File: config.mk
export PLATFORM = sky130hd
export DESIGN_NAME = ncac_ctrl
export DESIGN_NICKNAME = d
export VERILOG_FILES = /design/src/pkg/ncac_pkg.sv /design/src/ncac_ctrl.sv /design/src/ncac_log.sv
export SDC_FILE = /design/constraint.sdc
export NUM_CORES = 2
export LEC_CHECK = 0
export ABC_CLOCK_PERIOD_IN_PS = 14300
export BUFFER_PORTS_ARGS = -buffer_cell sky130_fd_sc_hd__buf_4
export CORE_MARGIN = 4
export CORE_UTILIZATION = 63
export DETAILED_ROUTE_END_ITERATION = 10
export PLACE_DENSITY = 0.8
export SLEW_MARGIN = 20
export SYNTH_ARGS = -nofsm -noshare
export SYNTH_HDL_FRONTEND = slang
export SYNTH_HIERARCHICAL = 1
export SYNTH_SLANG_ARGS = --single-unit
File: constraint.sdc
create_clock -name clk_i -period 14.3 [get_ports clk_i]
set_input_delay 2.86 -clock clk_i [delete_from_list [all_inputs] [get_ports clk_i]]
set_output_delay 2.86 -clock clk_i [all_outputs]
set_load 0.01 [all_outputs]
File: src/pkg/ncac_pkg.sv
// Constants, register map and carrier types for the note and coin acceptance controller.
// Assumes one 40 MHz clock and an AXI4-Lite register bus with 32-bit data.
// Contract
// - Credit notes only after irrevocable stack message
// - Add note value or credit equivalent
// - Note cheat raises error, disables validator
// - Notes accepted only while play enabled
// - Stacker and link faults disable, report on-line
// - Clear by attendant or new play
// - Stacker door or removal stops play, alarm
// - Validator link is bidirectional
// - Power loss credit window under one second
// - Log last five items, value, time, type (code logs only the note when a note and a coin are credited in one cycle)
// - Coin cheat raises error, disables acceptor
// - Coins accepted only while play enabled
// - Count fast coins, return uncreditable ones (code returns every too_fast coin uncredited and uncounted)
// - Slow or reverse coin shown 30 s
// - Invalid coins to tray, never credited
// - Coin faults: error, disable, alarm, report
// - Divert to hopper, drop box when full
// - Diverter follows detector within ten games
package ncac_pkg;

   // Clock and timing
   localparam int unsigned CLK_HZ          = 40_000_000;
   localparam int unsigned SLOW_SHOW_S     = 30;
   localparam int unsigned SLOW_SHOW_CYC   = SLOW_SHOW_S * CLK_HZ;
   localparam int unsigned DIVERT_GAMES    = 10;
   localparam int unsigned LOG_DEPTH       = 5;

   // Register byte offsets
   localparam logic [7:0] REG_CTRL      = 8'h00;
   localparam logic [7:0] REG_ERR       = 8'h04;
   localparam logic [7:0] REG_STATUS    = 8'h08;
   localparam logic [7:0] REG_CREDIT    = 8'h0C;
   localparam logic [7:0] REG_DENOM     = 8'h10;
   localparam logic [7:0] REG_CLEAR     = 8'h14;
   localparam logic [7:0] REG_TIME      = 8'h18;
   localparam logic [7:0] REG_LOG_SEL   = 8'h1C;
   localparam logic [7:0] REG_LOG_VAL   = 8'h20;
   localparam logic [7:0] REG_LOG_TIME  = 8'h24;

   // Control register fields
   localparam int CTRL_PLAY_EN   = 0;
   localparam int CTRL_CRED_MODE = 1;
   localparam int CTRL_HOPPER    = 2;
   localparam int CTRL_NEW_PLAY  = 3;

   // Error flag positions
   localparam int ERR_NOTE_CHEAT  = 0;
   localparam int ERR_STK_FULL    = 1;
   localparam int ERR_NOTE_JAM    = 2;
   localparam int ERR_LINK_FAIL   = 3;
   localparam int ERR_STK_DOOR    = 4;
   localparam int ERR_STK_GONE    = 5;
   localparam int ERR_SELF_TEST   = 6;
   localparam int ERR_COIN_CHEAT  = 7;
   localparam int ERR_COIN_JAM    = 8;
   localparam int ERR_RET_JAM     = 9;
   localparam int ERR_COIN_DIR    = 10;
   localparam int ERR_COIN_SPEED  = 11;
   localparam int ERR_W           = 12;

   // Reset values
   localparam logic [31:0] CTRL_RST  = 32'h0000_0004;
   localparam logic [31:0] DENOM_RST = 32'h0000_0001;

   // AXI4-Lite answers
   localparam logic [1:0] RESP_OKAY   = 2'h0;
   localparam logic [1:0] RESP_SLVERR = 2'h2;

   // Log item kinds
   typedef enum logic [1:0] {ITEM_NOTE, ITEM_COIN} ncac_item_t;

   // One recall log entry
   typedef struct packed {
      ncac_item_t  kind;
      logic [29:0] value;
      logic [31:0] stamp;
   } ncac_entry_t;

   // Validator events from the link receiver
   typedef struct packed {
      logic        stacked;
      logic [29:0] value;
      logic        cheat;
      logic        jam;
      logic        stk_full;
      logic        self_fail;
   } ncac_note_ev_t;

   // Coin path sensor events
   typedef struct packed {
      logic        valid;
      logic        invalid;
      logic        too_fast;
      logic        too_slow;
      logic        reverse;
      logic        cheat;
      logic        jam;
      logic        ret_jam;
      logic [29:0] value;
   } ncac_coin_ev_t;

endpackage

File: src/ncac_ctrl.sv
// Note and coin acceptance controller: credits, sticky errors, diverter, log, AXI4-Lite.
// Assumes validator and coin sensors are asynchronous pins; events are
// single cycle pulses after synchronisation (strobes are level flags held
// by the sender at least two cycles; value lines are stable when seen).
module ncac_ctrl
   import ncac_pkg::*;
#(
   parameter int unsigned SHOW_CYC = SLOW_SHOW_CYC,
   parameter int unsigned GAMES    = DIVERT_GAMES
) (
   // Clock and reset
   input  wire logic          clk_i,
   input  wire logic          rst_n_i,
   // AXI4-Lite slave
   input  wire logic [7:0]    s_awaddr_i,
   input  wire logic          s_awvalid_i,
   output logic               s_awready_o,
   input  wire logic [31:0]   s_wdata_i,
   input  wire logic [3:0]    s_wstrb_i,
   input  wire logic          s_wvalid_i,
   output logic               s_wready_o,
   output logic [1:0]         s_bresp_o,
   output logic               s_bvalid_o,
   input  wire logic          s_bready_i,
   input  wire logic [7:0]    s_araddr_i,
   input  wire logic          s_arvalid_i,
   output logic               s_arready_o,
   output logic [31:0]        s_rdata_o,
   output logic [1:0]         s_rresp_o,
   output logic               s_rvalid_o,
   input  wire logic          s_rready_i,
   // Validator link and stacker sensors
   input  wire ncac_note_ev_t note_i,
   input  wire logic          link_ok_i,
   input  wire logic          stk_door_i,
   input  wire logic          stk_gone_i,
   output logic               note_en_o,
   // Coin path and diverter
   input  wire ncac_coin_ev_t coin_i,
   input  wire logic          hopper_full_i,
   input  wire logic          game_end_i,
   output logic               coin_en_o,
   output logic               coin_return_o,
   output logic               divert_drop_o,
   // Machine signals
   output logic               play_stop_o,
   output logic               alarm_o,
   output logic               online_err_o
);

   // Pin synchronisers, two flops each
   localparam int SW = $bits(ncac_note_ev_t) + $bits(ncac_coin_ev_t) + 5;
   logic [SW-1:0] sync1_reg;
   logic [SW-1:0] sync2_reg;
   logic [SW-1:0] prev_reg;
   // Link-alive line idles high: reset it high so no false link fault follows reset
   localparam int            LINK_OK_POS = 4;
   localparam logic [SW-1:0] SYNC_RST    = SW'(1) << LINK_OK_POS;
   always_ff @(posedge clk_i or negedge rst_n_i) begin
      if (!rst_n_i) begin
         sync1_reg <= SYNC_RST;
         sync2_reg <= SYNC_RST;
         prev_reg  <= SYNC_RST;
      end else begin
         sync1_reg <= {note_i, coin_i, link_ok_i, stk_door_i, stk_gone_i, hopper_full_i,
                       game_end_i};
         sync2_reg <= sync1_reg;
         prev_reg  <= sync2_reg;
      end
   end

   ncac_note_ev_t note_s;
   ncac_coin_ev_t coin_s;
   ncac_coin_ev_t coin_p;
   logic          link_ok_s, stk_door_s, stk_gone_s, hfull_s, game_end_s, game_end_p;
   ncac_note_ev_t note_p;
   assign {note_s, coin_s, link_ok_s, stk_door_s, stk_gone_s, hfull_s, game_end_s} = sync2_reg;
   assign {note_p, coin_p} = prev_reg[SW-1:5];
   assign game_end_p = prev_reg[0];

   // Rising edges of event strobes
   logic stack_ev, coin_ok_ev, game_ev;
   assign stack_ev   = note_s.stacked & ~note_p.stacked;
   assign coin_ok_ev = coin_s.valid & ~coin_p.valid;
   assign game_ev    = game_end_s & ~game_end_p;

   // Registers
   logic [31:0]       ctrl_reg;
   logic [31:0]       denom_reg;
   logic [31:0]       credit_reg;
   logic [31:0]       time_reg;
   logic [2:0]        log_sel_reg;
   logic [ERR_W-1:0]  err_reg;
   logic [ERR_W-1:0]  err_src;
   logic [ERR_W-1:0]  err_clr;
   logic              play_en, enabled;

   assign play_en = ctrl_reg[CTRL_PLAY_EN];
   // Acceptance only in play with no flag and doors shut
   assign enabled = play_en & ~|err_reg & ~stk_door_s & ~stk_gone_s;

   // Live error sources
   always_comb begin
      err_src                 = '0;
      err_src[ERR_NOTE_CHEAT] = note_s.cheat;
      err_src[ERR_STK_FULL]   = note_s.stk_full;
      err_src[ERR_NOTE_JAM]   = note_s.jam;
      err_src[ERR_LINK_FAIL]  = ~link_ok_s;
      err_src[ERR_STK_DOOR]   = stk_door_s;
      err_src[ERR_STK_GONE]   = stk_gone_s;
      err_src[ERR_SELF_TEST]  = note_s.self_fail;
      err_src[ERR_COIN_CHEAT] = coin_s.cheat;
      err_src[ERR_COIN_JAM]   = coin_s.jam;
      err_src[ERR_RET_JAM]    = coin_s.ret_jam;
      err_src[ERR_COIN_DIR]   = coin_s.reverse;
      err_src[ERR_COIN_SPEED] = coin_s.too_slow;
   end

   // Slow or reverse coin display hold timer
   logic [31:0] show_cnt_reg;
   logic        show_busy;
   assign show_busy = show_cnt_reg != '0;
   always_ff @(posedge clk_i or negedge rst_n_i) begin
      if (!rst_n_i) begin
         show_cnt_reg <= '0;
      end else if (coin_s.too_slow | coin_s.reverse) begin
         show_cnt_reg <= SHOW_CYC;
      end else if (show_busy) begin
         show_cnt_reg <= show_cnt_reg - 32'h0000_0001;
      end
   end

   // Write channel handshakes
   logic        aw_hold_reg, w_hold_reg;
   logic [7:0]  aw_addr_reg;
   logic [31:0] w_data_reg;
   logic [3:0]  w_strb_reg;
   logic        wr_go;
   assign s_awready_o = ~aw_hold_reg & ~s_bvalid_o;
   assign s_wready_o  = ~w_hold_reg & ~s_bvalid_o;
   assign wr_go       = aw_hold_reg & w_hold_reg & ~s_bvalid_o;

   always_ff @(posedge clk_i or negedge rst_n_i) begin
      if (!rst_n_i) begin
         aw_hold_reg <= 1'b0;
         w_hold_reg  <= 1'b0;
         aw_addr_reg <= '0;
         w_data_reg  <= '0;
         w_strb_reg  <= '0;
         s_bvalid_o  <= 1'b0;
         s_bresp_o   <= RESP_OKAY;
      end else begin
         if (s_awvalid_i && s_awready_o) begin
            aw_hold_reg <= 1'b1;
            aw_addr_reg <= s_awaddr_i;
         end
         if (s_wvalid_i && s_wready_o) begin
            w_hold_reg <= 1'b1;
            w_data_reg <= s_wdata_i;
            w_strb_reg <= s_wstrb_i;
         end
         if (wr_go) begin
            aw_hold_reg <= 1'b0;
            w_hold_reg  <= 1'b0;
            s_bvalid_o  <= 1'b1;
            s_bresp_o   <= (aw_addr_reg[7:2] <= REG_LOG_SEL[7:2]) ? RESP_OKAY : RESP_SLVERR;
         end else if (s_bvalid_o && s_bready_i) begin
            s_bvalid_o <= 1'b0;
         end
      end
   end

   // Byte-lane merge
   function automatic logic [31:0] merge(input logic [31:0] old, input logic [31:0] nw,
                                         input logic [3:0] strb);
      logic [31:0] r;
      r = old;
      for (int b = 0; b < 4; b++) begin
         if (strb[b]) r[8*b +: 8] = nw[8*b +: 8];
      end
      return merge_ret(r);
   endfunction
   function automatic logic [31:0] merge_ret(input logic [31:0] v);
      return v;
   endfunction

   logic wr_ctrl, wr_denom, wr_clear, wr_time, wr_sel;
   assign wr_ctrl  = wr_go && aw_addr_reg == REG_CTRL;
   assign wr_denom = wr_go && aw_addr_reg == REG_DENOM;
   assign wr_clear = wr_go && aw_addr_reg == REG_CLEAR;
   assign wr_time  = wr_go && aw_addr_reg == REG_TIME;
   assign wr_sel   = wr_go && aw_addr_reg == REG_LOG_SEL;

   // Software-written configuration
   always_ff @(posedge clk_i or negedge rst_n_i) begin
      if (!rst_n_i) begin
         ctrl_reg    <= CTRL_RST;
         denom_reg   <= DENOM_RST;
         log_sel_reg <= '0;
      end else begin
         if (wr_ctrl)  ctrl_reg    <= merge(ctrl_reg, w_data_reg, w_strb_reg);
         if (wr_denom) denom_reg   <= merge(denom_reg, w_data_reg, w_strb_reg);
         if (wr_sel)   log_sel_reg <= w_data_reg[2:0];
      end
   end

   // Free-running timestamp, software may load it
   always_ff @(posedge clk_i or negedge rst_n_i) begin
      if (!rst_n_i) begin
         time_reg <= '0;
      end else if (wr_time) begin
         time_reg <= merge(time_reg, w_data_reg, w_strb_reg);
      end else begin
         time_reg <= time_reg + 32'h0000_0001;
      end
   end

   // New play start clears gone conditions, except slow and reverse flags while shown; attendant clears by mask
   logic new_play;
   assign new_play = wr_ctrl && w_data_reg[CTRL_NEW_PLAY] && w_strb_reg[0];
   always_comb begin
      err_clr = '0;
      if (wr_clear) err_clr = w_data_reg[ERR_W-1:0];
      if (new_play) err_clr = err_clr | ~err_src;
      if (show_busy && !wr_clear) begin
         err_clr[ERR_COIN_DIR]   = 1'b0;
         err_clr[ERR_COIN_SPEED] = 1'b0;
      end
   end

   // Sticky error flags, set wins over clear
   always_ff @(posedge clk_i or negedge rst_n_i) begin
      if (!rst_n_i) begin
         err_reg <= '0;
      end else begin
         err_reg <= (err_reg & ~err_clr) | err_src;
      end
   end

   // Credit meter, note on stacked message only coin when valid
   logic [31:0] note_add, coin_add;
   logic        note_cred, coin_cred;
   assign note_add  = ctrl_reg[CTRL_CRED_MODE] ? 32'(note_s.value) * denom_reg
                                               : 32'(note_s.value);
   assign coin_add  = ctrl_reg[CTRL_CRED_MODE] ? 32'(coin_s.value) * denom_reg
                                               : 32'(coin_s.value);
   assign note_cred = stack_ev;
   assign coin_cred = coin_ok_ev & enabled & ~coin_s.invalid & ~coin_s.too_fast;
   always_ff @(posedge clk_i or negedge rst_n_i) begin
      if (!rst_n_i) begin
         credit_reg <= '0;
      end else begin
         credit_reg <= credit_reg + (note_cred ? note_add : '0) + (coin_cred ? coin_add : '0);
      end
   end

   // Coin return gate for invalid, fast or unaccepted coins
   always_ff @(posedge clk_i or negedge rst_n_i) begin
      if (!rst_n_i) begin
         coin_return_o <= 1'b0;
      end else begin
         coin_return_o <= coin_s.invalid | coin_s.too_fast | (coin_s.valid & ~enabled);
      end
   end

   // Recall log push; note wins, a coin in the same cycle is rare
   ncac_entry_t log_in, log_out;
   always_comb begin
      log_in.kind  = note_cred ? ITEM_NOTE : ITEM_COIN;
      log_in.value = note_cred ? note_s.value : coin_s.value;
      log_in.stamp = time_reg;
   end
   ncac_log #(.DEPTH(LOG_DEPTH)) u_log (
      .clk_i   (clk_i),
      .rst_n_i (rst_n_i),
      .push_i  (note_cred | coin_cred),
      .entry_i (log_in),
      .sel_i   (log_sel_reg),
      .entry_o (log_out)
   );

   // Diverter: follows detector at a game end with no coin in the path,
   // or at the last allowed game end regardless
   logic [3:0] game_cnt_reg;
   logic       want_drop;
   assign want_drop = ~ctrl_reg[CTRL_HOPPER] | hfull_s;
   always_ff @(posedge clk_i or negedge rst_n_i) begin
      if (!rst_n_i) begin
         divert_drop_o <= 1'b1;
         game_cnt_reg  <= '0;
      end else if (!ctrl_reg[CTRL_HOPPER]) begin
         divert_drop_o <= 1'b1;
         game_cnt_reg  <= '0;
      end else if (want_drop != divert_drop_o) begin
         if (game_ev && (!coin_s.valid || 32'(game_cnt_reg) >= GAMES - 1)) begin
            divert_drop_o <= want_drop;
            game_cnt_reg  <= '0;
         end else if (game_ev) begin
            game_cnt_reg  <= game_cnt_reg + 4'h1;                 // Deferred game
         end
      end else begin
         game_cnt_reg <= '0;
      end
   end

   // Machine outputs
   always_ff @(posedge clk_i or negedge rst_n_i) begin
      if (!rst_n_i) begin
         note_en_o    <= 1'b0;
         coin_en_o    <= 1'b0;
         play_stop_o  <= 1'b1;
         alarm_o      <= 1'b0;
         online_err_o <= 1'b0;
      end else begin
         note_en_o    <= enabled;
         coin_en_o    <= enabled;
         play_stop_o  <= ~play_en | stk_door_s | stk_gone_s;
         alarm_o      <= |err_reg | stk_door_s | stk_gone_s;
         online_err_o <= |err_reg;
      end
   end

   // Read channel
   logic [31:0] rd_mux;
   logic        rd_hit;
   always_comb begin
      rd_hit = 1'b1;
      unique case (s_araddr_i)
         REG_CTRL:     rd_mux = ctrl_reg;
         REG_ERR:      rd_mux = 32'(err_reg);
         REG_STATUS:   rd_mux = {28'h0, divert_drop_o, show_busy, coin_en_o, note_en_o};
         REG_CREDIT:   rd_mux = credit_reg;
         REG_DENOM:    rd_mux = denom_reg;
         REG_TIME:     rd_mux = time_reg;
         REG_LOG_SEL:  rd_mux = 32'(log_sel_reg);
         REG_LOG_VAL:  rd_mux = {log_out.kind, log_out.value};
         REG_LOG_TIME: rd_mux = log_out.stamp;
         default: begin
            rd_mux = '0;
            rd_hit = s_araddr_i == REG_CLEAR;
         end
      endcase
   end

   assign s_arready_o = ~s_rvalid_o;
   always_ff @(posedge clk_i or negedge rst_n_i) begin
      if (!rst_n_i) begin
         s_rvalid_o <= 1'b0;
         s_rdata_o  <= '0;
         s_rresp_o  <= RESP_OKAY;
      end else if (s_arvalid_i && s_arready_o) begin
         s_rvalid_o <= 1'b1;
         s_rdata_o  <= rd_mux;
         s_rresp_o  <= rd_hit ? RESP_OKAY : RESP_SLVERR;
      end else if (s_rvalid_o && s_rready_i) begin
         s_rvalid_o <= 1'b0;
      end
   end
endmodule

File: src/ncac_log.sv
// Recall log of the most recently accepted items.
// Assumes single-cycle push pulses on the controller clock.
module ncac_log
   import ncac_pkg::*;
#(
   parameter int unsigned DEPTH = LOG_DEPTH
) (
   // Clock and reset
   input  wire logic        clk_i,
   input  wire logic        rst_n_i,
   // Push side
   input  wire logic        push_i,
   input  wire ncac_entry_t entry_i,
   // Read side, 0 is the newest
   input  wire logic [2:0]  sel_i,
   output ncac_entry_t      entry_o
);

   ncac_entry_t mem_reg [DEPTH];

   // Shift in newest entry
   always_ff @(posedge clk_i or negedge rst_n_i) begin
      if (!rst_n_i) begin
         for (int i = 0; i < DEPTH; i++) begin
            mem_reg[i] <= '0;
         end
      end else if (push_i) begin
         mem_reg[0] <= entry_i;
         for (int i = 1; i < DEPTH; i++) begin
            mem_reg[i] <= mem_reg[i-1];
         end
      end
   end

   // Registered read port
   always_ff @(posedge clk_i or negedge rst_n_i) begin
      if (!rst_n_i) begin
         entry_o <= '0;
      end else if (32'(sel_i) < DEPTH) begin
         entry_o <= mem_reg[sel_i];
      end else begin
         entry_o <= '0;
      end
   end
endmodule
; Word-level counts from Yosys, hierarchy flattened
; Cells that the tools add are included.
; Widths: inputs -> output; s select.
[word_totals]
register_bits = 887
rom_bits = 0
out_inout_bits = 48
latch_bits = 0
n_memories = 0
inputBits = 137
ramBits = 0
wordCells = 206
[op_classes]
order_cmp = 4
n_div = 0
reduce_logical = 37
n_shift = 0
addsub = 5
n_eq_ne = 21
mux = 39
multipliers = 2
bitwise_logic = 44
[ops]
columns = op, n
row1 = $pmux 32 s9, 1
row2 = $mux 32, 7
row3 = $bmux 64 s3, 1
row4 = $mux 64, 3
row5 = $add 32x32->32, 2
row6 = $eq 8x5->1 const B, 8
row7 = $mul 30x32->32, 2
row8 = $add 32x1->32 const B, 1
row9 = $mux 8, 4
row10 = $reduce_bool 32->1, 1
row11 = $sub 32x1->32 const B, 1
row12 = $mux 30, 1
row13 = $mux 12, 2
row14 = $not 12->12, 2
row15 = $or 12x12->12, 2
row16 = $reduce_and 2->1, 9
row17 = $eq 8x4->1 const B, 2
row18 = $eq 8x6->1 const B, 2
row19 = $logic_not 8->1, 2
row20 = $mux 4, 4
row21 = $not 1->1, 15
row22 = $and 1x1->1, 14
row23 = $logic_and 1x1->1, 14
row24 = $mux 1, 13
row25 = 18 further kinds, 39

; Logic depth before layout (Yosys ltp)
[depth]
word_depth = 10
ltp_mapped = 43
mapped_depth_nobuf = 41

; By module
; The synthesis kept the hierarchy.
[modules_own_cells]
columns = mod, n_inst, seq_area_each_um2, area_each_um2, cells_each
row1 = ncac_ctrl, 1, 10667.7, 50642.3, 5310
row2 = ncac_log, 1, 9609.2, 16118.0, 1034

; Worst setup path after synthesis
; No wires, ideal clock.
[synth_timing]
path_type = register -> register
start = reg denom_reg[13]
end = reg credit_reg[31]
slack_ns = 5.191
path_stages_with_launch = 42
arrival_time_ns = 9.029
t_required_ns = 14.220
path_cell_list = dfrtp_1 clkbuf_1 clkbuf_1 and2_1 fa_1 fa_1 fa_1 inv_1 fa_1 inv_1 fa_1 inv_1 fa_1 inv_1 fa_1 inv_1 fa_1 inv_1 (+6 left out) nand2b_1 a21oi_1 xnor2_1 mux2i_1 nor2_1 fa_1 ha_1 nand2_1 a21oi_1 a221o_1 a41o_1 a21oi_1 o21a_1 o21ai_0 a21oi_1 xnor2_1 xnor2_1 xnor2_1
[synth_between]
elab_chain_len = 5
word_cells_on_any_way = 8
[synth_rtl]
columns = element, line
row1 = from (decl), ncac_ctrl.sv:89  ; logic [31:0] denom_reg;
row2 = from (signal assigned), ncac_ctrl.sv:202  ; if (wr_denom) denom_reg <= merge(denom_reg, w_data_reg, w_strb_reg);
row3 = $mul 30x32->32, ncac_ctrl.sv:243  ; assign note_add = ctrl_reg[CTRL_CRED_MODE] ? 32'(note_s.value) * denom_reg
row4 = $mux 32, ncac_ctrl.sv:243
row5 = $mux 32, ncac_ctrl.sv:253  ; credit_reg <= credit_reg + (note_cred ? note_add : '0) + (coin_cred ? coin_add : '0);
row6 = $add 32x32->32, ncac_ctrl.sv:253
row7 = $add 32x32->32 *, ncac_ctrl.sv:253
row8 = to (signal assigned), ncac_ctrl.sv:253
row9 = to (decl), ncac_ctrl.sv:90  ; logic [31:0] credit_reg;
; Every way passes the cells marked *; elsewhere a longest branch is shown, timed or not.
; A chain may end at the register's enable or synchronous reset.

; Final worst setup path
[layout_timing]
start = reg denom_reg[10]
end = reg credit_reg[31]
; Same word-level chain as after synthesis.

==> results.md <==
* Outcome: finished, final reports clean
* Final cycle utilization of the critical path at 0.745
* End of the worst register-to-register path: credit_reg[31]$_DFF_PN0_
* Hold-critical path depth at 0
* Buffers & Inverters on Critical Path at 7
* Initial core utilization at 0.634
* Post-synthesis mux area share at 0.101
* Routed Antenna Nets at 0
* Number of I/O pins at 185
* Overall via count from detail_route at 47530
* Ratio of total power to cell area at 144 mW/mm^2
* Core area at 0.105 mm^2
* Detailed-placement wirelength estimate at 132 mm
* Worst path slowest cell: sky130_fd_sc_hd__dfrtp_1
* Overflow left after global routing at 0
* Later-pin clock latency in the skew report at 0.69 ns
* Total Negative Setup Slacks at 0 ns
* Largest net degree at the start of global routing at 198
* Final Hold Vio Count at 0
* Critical path start-end classification: reg2reg
* Number of standard-cell rows in the floorplan at 119
* Top area cells in the synthesized netlist: sky130_fd_sc_hd__dfrtp_1 30%, sky130_fd_sc_hd__fa_1 25%, sky130_fd_sc_hd__mux2_2 7.3%
* Total GRT Usage at 0.344
* Hold_buf cts at 0
* Most frequently used flop master after synthesis: sky130_fd_sc_hd__dfrtp_1
* Length in cells of the worst reg-to-reg path at 40
* Delay contributed by the slowest stage of the critical path at 0.92 ns
* Global-route wire length before repair at 295 mm
* Launching element type of the critical path: flop
* Post-Layout Cell Count at 7818
* Flip-flop count of the largest register after layout at 320
* Number of enable flip-flop cells after synthesis at 0
* Critical Path Sink Type: flop
* First DRT Iteration DRCs at 4856
* Cell type with the largest total area after synthesis: sky130_fd_sc_hd__dfrtp_1
* Detailed-route vias per instance at 6.08
* Worst Tran Pin Value at 1.21 ns
* Combinational family with the most area after synthesis: adder cells
* Hold Path Sink: sync2_reg[16]$_DFF_PN0_
* Complex-gate fraction of the synthesized area at 0.0582
* Clock tree from TritonCTS: yes
* XOR/XNOR Fraction of Synth Area at 0.0273
* Port bufs at 182
* Fraction of synthesized cell area taken by the top area cell type at 0.301
* Crit path time final at 10.65 ns
* Tightest slew margin relative to the limit at 0.191
* Flop-to-flop setup slack at 3.65 ns
* Layout-stage area growth over the synthesis result at 7.71%
* Remaining design rule violation count at 0
* Leakage power total at 34.9 nW
* Maxcap violations at 0
* Launch instance of the worst min-delay path: sync1_reg[16]$_DFF_PN0_
* Most used cell along the critical path: sky130_fd_sc_hd__fa_1
* Required time reported for the critical path endpoint at 14.91 ns
* Post-synth design cell area at 0.0668 mm^2
* Highest fanout seen on the critical path at 29
* Proportion of synthesized flip-flops having asynchronous set or reset at 1.00
* Top delay family on crit path: adder cells
* Max-slew violation count at 0
* Synthesized-area fraction occupied by and/or/nand/nor cells at 0.129
* H-tree depth at 3
* Fmax at 93.9 MHz
* Buffer depth of the longest clock path at 3
* Number of synthesized register bits at 810
* Routed wire per std cell at 23.9 um
* Average size of a mapped cell at 10.5 um^2
* Synth warn at 6
* Clock edge transition at the registers on the reported setup and hold paths at 0.07 ns
* Number of search-and-repair iterations in the first detailed-routing pass at 9
* Unrepaired setup endpoints after global routing: false
* Overall die area at 0.111 mm^2
* Number of placed instances with taps included at 7664
* Via count of the first global-routing pass at 50772
* Final setup violating endpoints at 0
* Adder-cell share of the synthesized area at 0.305
* Antenna violations before repair at 8
* Clock tree sinks at 810
* Mapped Cells at 6344
* Number of inserted filler cells in the final layout at 7586
* Net count, final at 7614
* Number of CTS-inserted buffers at 83
* Die W at 334 um
* Chip Height at 334 um
* Fraction of final layout cells sized beyond drive strength 1 at 0.150
* Final weighted congestion in routability-driven placement at 0.994
* Post-cts resize count at 0
* CTS root buffer: sky130_fd_sc_hd__clkbuf_16
* Final wirelength at 187 mm
* Crit path DAT at 11.26 ns
* Launching point of the worst reg2reg path: denom_reg[10]$_DFFE_PN0P_
* Sequential fraction of the synthesis area at 0.304
* Worst vdd rail ir drop at 0.175 mV
* Setup clock skew after layout at 0.0355 ns
* Worst min-delay path category: reg2reg
* Netlist cell types at 74
* Setup Fix Bufs, Post-CTS at 0
-- cells in the final DEF, fill, tap and decap left out, types with 43 or more instances in the layout --
cell | netlist | final
sky130_fd_sc_hd__and2_1 | 557 | 557
sky130_fd_sc_hd__xor2_1 | 48 | 48
sky130_fd_sc_hd__buf_4 | 10 | 278
sky130_fd_sc_hd__mux2_2 | 433 | 433
sky130_fd_sc_hd__o21ai_0 | 96 | 96
sky130_fd_sc_hd__fa_1 | 850 | 850
sky130_fd_sc_hd__a221o_1 | 66 | 66
sky130_fd_sc_hd__nand3_1 | 50 | 50
sky130_fd_sc_hd__inv_1 | 936 | 935
sky130_fd_sc_hd__a22oi_1 | 43 | 43
sky130_fd_sc_hd__nor2_1 | 226 | 222
sky130_fd_sc_hd__ha_1 | 269 | 269
sky130_fd_sc_hd__a21oi_1 | 111 | 111
sky130_fd_sc_hd__a21o_1 | 44 | 44
sky130_fd_sc_hd__dfrtp_1 | 804 | 791
sky130_fd_sc_hd__clkbuf_16 | 0 | 84
sky130_fd_sc_hd__nand2_1 | 779 | 777
sky130_fd_sc_hd__mux2i_1 | 100 | 100
sky130_fd_sc_hd__mux2_4 | 59 | 59
sky130_fd_sc_hd__xnor2_1 | 160 | 160
-- kinds of logic (layout without fill, tap and decap cells) --
group	Yosys count	count (layout)
AOI/OAI and AO/OA	537	537
xor gates and xnor gates	208	208
adders and majority gates	1119	1119
buffers and inverters	1290	1370
DFF	810	810
muxes	592	592
other	1	4
and+or+nand+nor	1787	1787
-- Yosys cell counts, drive strengths merged, types with 6 or more instances --
master,n
a211oi,27
a21o,44
a21oi,111
a221o,66
a221oi,25
a222oi,24
a22oi,43
a311oi,10
a31o,10
a31oi,9
and2,557
and3,29
buf,71
clkbuf,283
dfrtp,804
dfstp,6
fa,850
ha,269
inv,936
mux2,492
mux2i,100
nand2,779
nand2b,22
nand3,50
nand4,10
nor2,227
nor2b,16
nor3,42
nor3b,6
nor4,14
o211ai,11
o21a,11
o21ai,97
o21bai,13
or3,14
or4,6
xnor2,160
xor2,48
-- layer usage --
| metal | part of all wire | vias to the layer above | wire (um) | GRT usage |
|---|---|---|---|---|
| met3 | 0.11 | 681 | 19700 | 0.0804 |
| met4 | 0.060 | 6 | 11200 | 0.170 |
| met2 | 0.46 | 2606 | 85200 | 0.536 |
| met1 | 0.38 | 24203 | 71000 | 0.458 |
| met5 | 0.00017 | - | 31 | 0 |
| li1 | - | 20034 | - | - |
-- stage by stage --
stage | hold slack [ns] | util | setup WS (ns) | instance area [um^2] | total power [mW]
global placement | 0.332 | 0.658 | 3.93 | 69200 | 7.96
finish | 0.342 | 0.683 | 3.65 | 71900 | 10.4
detailed placement | 0.335 | 0.658 | 3.91 | 69200 | 8.10
global route | 0.351 | 0.683 | 3.14 | 71900 | 11.0
floorplan | 0.331 | - | 5.19 | 66800 | 6.54
CTS | 0.342 | 0.683 | 3.81 | 71900 | 10.3
-- power by group --
part	total (mW)	internal [mW]	switching, mW
logic	4.68	2.01	2.68
clock network	2.13	1.19	0.944
registers	3.56	2.87	0.687
-- cell type report --
class	instances	area (um^2)	area share
antenna	1	2.50	0.0000348
clock buffer	127	2440	0.0340
clock inverter	26	230	0.00320
inverter	936	3510	0.0489
multi-input combinational	4246	41500	0.578
sequential	810	20300	0.282
tap	1391	1740	0.0242
timing repair buffer	281	2140	0.0298
-- worst max path at each step --
stage,from,endpoint,slack [ns],cells past startpoint
floorplan,denom_reg[13]$_DFFE_PN0P_,credit_reg[31]$_DFF_PN0_,5.19,41
global placement,denom_reg[10]$_DFFE_PN0P_,credit_reg[31]$_DFF_PN0_,3.93,40
detailed placement,denom_reg[10]$_DFFE_PN0P_,credit_reg[31]$_DFF_PN0_,3.91,40
CTS,denom_reg[10]$_DFFE_PN0P_,credit_reg[31]$_DFF_PN0_,3.81,40
global route,denom_reg[10]$_DFFE_PN0P_,credit_reg[31]$_DFF_PN0_,3.14,40
finish,denom_reg[10]$_DFFE_PN0P_,credit_reg[31]$_DFF_PN0_,3.65,40
Power figures use the tool's default switching activity.
